<file path="src/hdl/tsil_pkg.sv">
package tsil_pkg;
  localparam logic [7:0] ADDR_EDGE_SEL = 8'h00_bf;
  localparam logic [7:0] ADDR_REQ_FLAG = 8'h00_c8;
  localparam logic [7:0] ADDR_IRQ_EN = 8'h00_c9;
  localparam logic [7:0] ADDR_STACK_PTR = 8'h00_df;
  localparam logic [7:0] ADDR_SHADOW = 8'h00_e8;
  localparam logic [7:0] ADDR_IRQ_MASK = 8'h00_e9;
  localparam int BIT_EXT = 0;
  localparam int BIT_TMR = 4;
  localparam int BIT_GIE = 7;
  localparam int BIT_EDGE_LO = 3;
  localparam int BIT_EDGE_HI = 4;
  localparam int BIT_TIMEOUT = 4;
  localparam int BIT_PWRDN = 3;
  localparam logic [7:0] REQ_MASK = 8'h0011;
  localparam logic [7:0] STATUS_KEEP_MASK = 8'h0018;
  localparam logic [1:0] STACK_PTR_RESET = 2'h3;
  localparam logic [10:0] VECTOR_ADDR = 11'h0008;
  localparam logic [1:0] EDGE_RISE = 2'h1;
  localparam logic [1:0] EDGE_FALL = 2'h2;
  localparam logic [1:0] EDGE_BOTH = 2'h3;
  typedef enum logic [1:0] {
    TSIL_RUN = 2'b00,
    TSIL_SERVICE = 2'b01
  } tsil_state_t;
endpackage

</file>
<file path="src/hdl/tsil_irq.sv">
// The Wishbone register port is this design's own decision.
`timescale 1ns/1ps
`default_nettype none
// Contract
// RULE_01 - request register bit 0 is external pin flag, set on edge, reset 0
// RULE_02 - request register bit 4 is timer overflow flag, reset 0
// RULE_03 - software clears a flag by writing zero; flag stays set otherwise
// RULE_04 - stack register bit 7 is global enable, reset 0, gates service
// RULE_05 - accepting loads vector address 8 and deepens stack one level
// RULE_06 - one-level shadow buffer for accumulator and status, overwritten
// RULE_07 - save and restore skip the timeout and power-down status bits
// RULE_08 - configured pin edge sets external flag even when disabled
// RULE_09 - enabled external edge vectors when global enable is set
// RULE_10 - matching wake edge from power-down is latched and serviced first
// RULE_11 - edge field bits 4:3: 01 rise, 10 fall, 11 both, 00 reserved
// RULE_12 - every timer overflow sets timer flag regardless of enable
// RULE_13 - disabled timer source sets flag without vectoring
// RULE_14 - service software tests enable with flag to find source
// RULE_15 - entry clears global enable; return from interrupt sets it again
// RULE_16 - enable register bit 0 external, bit 4 timer, reset 0
// RULE_17 - pending test at each instruction boundary with enables
module tsil_irq
  import tsil_pkg::*;
(
  input wire logic core_clk_i,
  input wire logic resetn_i,
  input wire logic clk_en_i,
  input wire logic wb_cyc_i,
  input wire logic wb_stb_i,
  input wire logic wb_we_i,
  input wire logic [7:0] wb_adr_i,
  input wire logic [3:0] wb_sel_i,
  input wire logic [31:0] wb_dat_i,
  output logic [31:0] wb_dat_o,
  output logic wb_ack_o,
  input wire logic ext_irq_line_i,
  input wire logic timer_overflow_i,
  input wire logic powerdown_i,
  input wire logic insn_boundary_i,
  input wire logic return_from_irq_i,
  input wire logic push_i,
  input wire logic pop_i,
  input wire logic [7:0] accumulator_i,
  input wire logic [7:0] status_flags_i,
  output logic [7:0] accumulator_o,
  output logic [7:0] status_flags_o,
  output logic vector_take_o,
  output logic [10:0] vector_addr_o,
  output logic [1:0] stack_ptr_o,
  output logic irq_o
);
  logic ext_s1, ext_s2, ext_prev;
  logic [7:0] request_flag_reg;
  logic [7:0] irq_en;
  logic [7:0] edge_select_reg;
  logic global_irq_enable;
  logic [1:0] stack_ptr;
  logic [7:0] irq_mask;
  logic [7:0] shadow_acc, shadow_status;
  logic wake_latch;
  tsil_state_t state;
  logic wr, rd_go, edge_hit, take;
  logic [1:0] edge_sel;
  logic [7:0] wdat;

  function automatic logic is_addr(input logic [7:0] a, input logic [7:0] r);
    return a == r;
  endfunction

  assign wr = wb_cyc_i && wb_stb_i && wb_we_i && !wb_ack_o && wb_sel_i[0];
  assign rd_go = wb_cyc_i && wb_stb_i && !wb_ack_o;
  assign wdat = wb_dat_i[7:0];
  assign edge_sel = edge_select_reg[BIT_EDGE_HI:BIT_EDGE_LO];

  // pin passes two flops before edge detection
  always_ff @(posedge core_clk_i or negedge resetn_i) begin
    if (!resetn_i) begin
      ext_s1 <= 1'b0;
      ext_s2 <= 1'b0;
      ext_prev <= 1'b0;
    end else if (clk_en_i) begin
      ext_s1 <= ext_irq_line_i;
      ext_s2 <= ext_s1;
      ext_prev <= ext_s2;
    end
  end

  always_comb begin
    case (edge_sel) // RULE_11
      EDGE_RISE: edge_hit = ext_s2 && !ext_prev;
      EDGE_FALL: edge_hit = !ext_s2 && ext_prev;
      EDGE_BOTH: edge_hit = ext_s2 ^ ext_prev;
      default: edge_hit = 1'b0;
    endcase
  end

  // set wins over a clearing write in the same cycle
  always_ff @(posedge core_clk_i or negedge resetn_i) begin
    if (!resetn_i) begin
      request_flag_reg <= 8'h0000; // RULE_01 RULE_02
    end else if (clk_en_i) begin
      if (wr && is_addr(wb_adr_i, ADDR_REQ_FLAG)) begin
        request_flag_reg <= wdat & REQ_MASK; // RULE_03
      end
      if (edge_hit) begin
        request_flag_reg[BIT_EXT] <= 1'b1; // RULE_08 RULE_01
      end
      if (timer_overflow_i) begin
        request_flag_reg[BIT_TMR] <= 1'b1; // RULE_12 RULE_02
      end
    end
  end

  // a matching edge seen while powered down keeps service ahead of code
  always_ff @(posedge core_clk_i or negedge resetn_i) begin
    if (!resetn_i) begin
      wake_latch <= 1'b0;
    end else if (clk_en_i) begin
      if (powerdown_i && edge_hit) begin
        wake_latch <= 1'b1; // RULE_10
      end else if (take) begin
        wake_latch <= 1'b0;
      end
    end
  end

  always_ff @(posedge core_clk_i or negedge resetn_i) begin
    if (!resetn_i) begin
      irq_en <= 8'h0000; // RULE_16
      edge_select_reg <= 8'h0000; // RULE_11
      irq_mask <= 8'h0000;
    end else if (clk_en_i && wr) begin
      if (is_addr(wb_adr_i, ADDR_IRQ_EN)) begin
        irq_en <= wdat & REQ_MASK; // RULE_16
      end
      if (is_addr(wb_adr_i, ADDR_EDGE_SEL)) begin
        edge_select_reg <= wdat & STATUS_KEEP_MASK;
      end
      if (is_addr(wb_adr_i, ADDR_IRQ_MASK)) begin
        irq_mask <= wdat & REQ_MASK;
      end
    end
  end

  // acceptance at an instruction boundary, not in power-down
  assign take = clk_en_i && insn_boundary_i && !powerdown_i
    && global_irq_enable
    && ((|(request_flag_reg & irq_en)) || wake_latch); // RULE_17 RULE_09 RULE_13 RULE_04

  always_ff @(posedge core_clk_i or negedge resetn_i) begin
    if (!resetn_i) begin
      global_irq_enable <= 1'b0; // RULE_04
      stack_ptr <= STACK_PTR_RESET;
      state <= TSIL_RUN;
    end else if (clk_en_i) begin
      if (take) begin
        global_irq_enable <= 1'b0; // RULE_15
        stack_ptr <= stack_ptr - 2'h1; // RULE_05
        state <= TSIL_SERVICE;
      end else if (return_from_irq_i) begin
        global_irq_enable <= 1'b1; // RULE_15
        stack_ptr <= stack_ptr + 2'h1;
        state <= TSIL_RUN;
      end else if (wr && is_addr(wb_adr_i, ADDR_STACK_PTR)) begin
        global_irq_enable <= wdat[BIT_GIE];
        stack_ptr <= wdat[1:0];
      end
    end
  end

  always_ff @(posedge core_clk_i or negedge resetn_i) begin
    if (!resetn_i) begin
      vector_take_o <= 1'b0;
      vector_addr_o <= 11'h0000;
    end else if (clk_en_i) begin
      vector_take_o <= take;
      if (take) begin
        vector_addr_o <= VECTOR_ADDR; // RULE_05
      end
    end
  end

  always_ff @(posedge core_clk_i or negedge resetn_i) begin
    if (!resetn_i) begin
      shadow_acc <= 8'h0000;
      shadow_status <= 8'h0000;
    end else if (clk_en_i && push_i) begin
      shadow_acc <= accumulator_i; // RULE_06
      shadow_status <= status_flags_i & ~STATUS_KEEP_MASK; // RULE_07
    end
  end

  // restore keeps the live timeout and power-down bits
  always_ff @(posedge core_clk_i or negedge resetn_i) begin
    if (!resetn_i) begin
      accumulator_o <= 8'h0000;
      status_flags_o <= 8'h0000;
    end else if (clk_en_i) begin
      if (pop_i) begin
        accumulator_o <= shadow_acc; // RULE_06
        status_flags_o <= shadow_status
          | (status_flags_i & STATUS_KEEP_MASK); // RULE_07
      end else begin
        accumulator_o <= accumulator_i;
        status_flags_o <= status_flags_i;
      end
    end
  end

  assign stack_ptr_o = stack_ptr;
  assign irq_o = |(request_flag_reg & irq_mask);

  always_ff @(posedge core_clk_i or negedge resetn_i) begin
    if (!resetn_i) begin
      wb_ack_o <= 1'b0;
      wb_dat_o <= 32'h0000_0000;
    end else if (clk_en_i) begin
      wb_ack_o <= rd_go;
      if (rd_go) begin
        case (wb_adr_i)
          ADDR_EDGE_SEL: wb_dat_o <= {24'h00_0000, edge_select_reg};
          ADDR_REQ_FLAG: wb_dat_o <= {24'h00_0000, request_flag_reg};
          ADDR_IRQ_EN: wb_dat_o <= {24'h00_0000, irq_en};
          ADDR_STACK_PTR: wb_dat_o <= {24'h00_0000, global_irq_enable,
                                       5'h00, stack_ptr};
          ADDR_SHADOW: wb_dat_o <= {16'h0000, shadow_status, shadow_acc};
          ADDR_IRQ_MASK: wb_dat_o <= {24'h00_0000, irq_mask};
          default: wb_dat_o <= 32'h0000_0000;
        endcase
      end
    end
  end
endmodule
`default_nettype wire

</file>
<file path="config.mk">
export PLATFORM = sky130hd
export DESIGN_NAME = tsil_irq
export DESIGN_NICKNAME = d
export VERILOG_FILES = /design/src/hdl/tsil_pkg.sv /design/src/hdl/tsil_irq.sv
export SDC_FILE = /design/constraint.sdc
export NUM_CORES = 1
export LEC_CHECK = 0
export ABC_AREA = 1
export ABC_CLOCK_PERIOD_IN_PS = 1800
export BUFFER_PORTS_ARGS = -buffer_cell sky130_fd_sc_hd__buf_2
export CAP_MARGIN = 25
export CORE_AREA = 3 3 82 84
export CTS_CLUSTER_DIAMETER = 100
export DETAILED_ROUTE_END_ITERATION = 7
export DIE_AREA = 0 0 85 87
export GPL_TIMING_DRIVEN = 0
export MAX_ROUTING_LAYER = met4
export PLACE_DENSITY_LB_ADDON = 0.15
export SYNTH_ARGS = -nofsm -noshare
export SYNTH_HDL_FRONTEND = slang
export SYNTH_SLANG_ARGS = --single-unit
</file>
<file path="constraint.sdc">
create_clock -name core_clk_i -period 1.8 [get_ports core_clk_i]
set_input_delay 0.27 -clock core_clk_i [delete_from_list [all_inputs] [get_ports core_clk_i]]
set_output_delay 0.27 -clock core_clk_i [all_outputs]
set_load 0.02 [all_outputs]
</file>
==> impl_metrics.csv <==
group,metric,value,unit
run_status,status,"complete, no violations",
clock_tree,clkSinkCount,62,
power,p_sw_share,28.3,%
global_route,grt_overflow,0,
final_layout,nets,566,
power,pwr-share-comb,17.6,%
global_route,grt_pass1_vias,2621,
clock_tree,worstSkewPairLatency,0.33,ns
final_layout,largest_reg_flops,14,
place,place_congestion,0.881,
timing,period_minus_slack,1.44,ns
timing,fmax,694,MHz
clock_tree,post_cts_buffers,0,
power,pwr-share-clk,37.3,%
worst_setup_path,crit_slowest_cell,"dfrtp_1",
worst_setup_path,cp-end-kind,"output pin",
yosys,synthFlopType,"dfrtp_1",
global_route,grt_usage,22.1,%
worst_setup_path,cpLargestDelayFamily,"flip-flops",
place,port-buffer-count,77,
yosys,syn_area_per_cell,8.21,um^2
clock_tree,cts_tree,"built",
power,power_frac_seq,45.2,%
worst_setup_path,worst-setup-path-type,"reg2out",
routing,drt_iter0_markers,122,
timing,grt_setup_unrepaired,"false",
power,irDropWorstVdd,0.494,mV
timing,setup_viol,0,
timing,tns,0,ns
global_route,grt_max_degree,40,
worst_setup_path,r2r_start,"wb_ack_o",
worst_setup_path,cp.required,1.53,ns
worst_setup_path,worst_path_largest_cell_delay,0.44,ns
power,p_per_area,908,nW/um^2
routing,routedWlPerCell,13.2,um
floorplanning,io_pins,137,
global_route,grt_antenna_before_repair,0,
routing,drtAntennaViolNets,0,
routing,viasPerCell,4.78,
worst_setup_path,start_kind,"flop",
yosys,async_flop_share,100,%
worst_setup_path,path_cells,"a22o_1 -> buf_2",
timing,max_slew_margin,39.9,%
worst_setup_path,worstPathArrival,1.17,ns
routing,vias,2729,
power,p_int,0.00254,W
timing,finalMaxSlewViolations,0,
final_layout,top_register,"wb_dat_o",
floorplanning,die_w,85,um
floorplanning,coreArea,5990,um^2
worst_setup_path,cp-startpoint,"request_flag_reg[0]",
worst_setup_path,crit_cells,2,
timing,hold_viol,0,
routing,wl,7520,um
yosys,netlist_area,3080,um^2
floorplanning,row_count,28,
hold_path,hp-class,"in2async",
worst_setup_path,r2r_cells,6,
timing,worst_pin_slew,0.901,ns
timing,period_share,80.1,%
power,leakagePower,2.17,nW
yosys,yosysUniqueCellTypes,29,
yosys,ys_warn_count,0,
floorplanning,initial_core_util,51.4,%
place,hpwl,5670,um
yosys,ys_seq_area_share,50.5,%
clock_tree,cts.clk_slew.worst_paths,0.08,ns
place,place_area,3680,um^2
clock_tree,clock_path_buffers,2,
floorplanning,die_area,7400,um^2
yosys,synth_cells,375,
clock_tree,cts_hold_buf,0,
routing,firstDrtPassIters,4,
final_layout,drive_above_1_share,28.6,%
timing,fin_skew,0.0116,ns
worst_setup_path,cp_max_fo,4,
final_layout,area_growth,26.6,%
final_layout,stdcell_area,3900,um^2
yosys,synth_edf_count,0,
yosys,ys_ff_latch,62,
floorplanning,die_h,87,um
clock_tree,ctsResizeCount,0,
final_layout,post-route-util,65.1,%
global_route,grt_pass1_wl,12300,um
clock_tree,root_buffer,"clkbuf_8",
flow_run,maxCapViolations,0,
worst_setup_path,path_buf_inv,1,
final_layout,antenna-diode-count,0,
routing,drc,0,
clock_tree,h-tree-depth,3,
power,p_sw,0.00100,W
clock_tree,cts_buffers,9,
## synth_stat cells (2+ instances only)
| master | n | area share (%) |
|---|---|---|
| dfstp_2 | 2 | 1.7 |
| o21bai_1 | 2 | 0.49 |
| buf_4 | 29 | 7.1 |
| nand3_1 | 22 | 3.6 |
| nor2_1 | 35 | 4.3 |
| and2_1 | 3 | 0.61 |
| clkbuf_1 | 3 | 0.37 |
| a22o_1 | 6 | 1.7 |
| inv_2 | 2 | 0.24 |
| o21ai_0 | 27 | 4.4 |
| buf_2 | 6 | 0.98 |
| ha_1 | 2 | 0.81 |
| dfrtp_1 | 60 | 49 |
| o21ai_1 | 5 | 0.81 |
| a21oi_1 | 17 | 2.8 |
| inv_1 | 32 | 3.9 |
| nand2_2 | 2 | 0.41 |
| nand2_1 | 101 | 12 |
| nor2_2 | 3 | 0.61 |
| o211ai_1 | 7 | 1.7 |
## cells in the final DEF, fill, tap and decap left out, drive strengths merged
cell	n
a21oi	17
a22o	6
and2	3
buf	113
bufinv	1
clkbuf	16
clkinv	3
conb	28
dfrtp	60
dfstp	2
ha	2
inv	34
nand2	103
nand3	23
nand4	1
nor2	39
nor3	1
o211ai	7
o21ai	32
o21bai	2
o22ai	1
or2	1
xnor2	1
## worst reg2reg max path: stages (launching register included)
cell and delay (ns):
dfrtp_1 0.38, inv_1 0.12, nand4_4 0.20, inv_2 0.17
nand3_2 0.15, inv_2 0.18, a22o_1 0.15
## layer usage
| metal | routed length, um | global-route usage, % | up-vias | share of wire [%] |
|---|---|---|---|---|
| met1 | 3340 | 28.4 | 1245 | 44 |
| met2 | 3590 | 35.0 | 99 | 48 |
| met3 | 506 | 5.49 | 11 | 6.7 |
| li1 | - | - | 1374 | - |
| met5 | 0 | - | - | 0 |
| met4 | 87 | 6.62 | 0 | 1.2 |
## power groups by stage
stage	Sequential, W	Combinational [W]	Clock (W)
CTS	0.00160	0.000626	0.00133
floorplan	0.00169	0.000330	0
detailed placement	0.00162	0.000623	0
finish	0.00160	0.000621	0.00132
global placement	0.00162	0.000606	0
global route	0.00162	0.000692	0.00141
## layout make-up
cell class                 instances  area (um^2)
fill                             531         2090
buffer                            38          259
multi-input combinational        267         1230
tap                               75         93.8
sequential                        62         1550
clock buffer                      13          179
inverter                          35          131
clock inverter                     3         40.0
timing repair buffer              78          405
## cell families after synthesis
kind of cell	after synthesis	share of synthesized area, %
and+or+nand+nor	171	23.5
buffers and inverters	73	12.7
AOI/OAI and AO/OA	65	12.1
DFF	62	50.5
adders and majority gates	2	0.813
xor gates and xnor gates	1	0.285
other	1	0.122
## per-stage QoR
stage	worst slack (ns)	hold WS (ns)	power, W	cells
4_1_cts	0.354	0.0821	0.00356	571
2_1_floorplan	0.563	-0.0256	0.00202	402
5_1_grt	0.222	0.105	0.00372	571
6_report	0.358	0.0611	0.00354	571
3_3_place_gp	0.265	0.449	0.00223	554
3_5_place_dp	0.376	0.448	0.00225	555
## final timing paths
path,endpoint,slack (ns)
min,accumulator_o[3],0.06
max reg2reg,wb_dat_o[8],0.38
min reg2reg,status_flags_o[3],0.47
min in group core_clk_i,status_flags_o[3],0.15
max,irq_o,0.36
max in group asynchronous,stack_ptr_o[0],1.03
No activity file was read; power rests on OpenSTA's default activity.
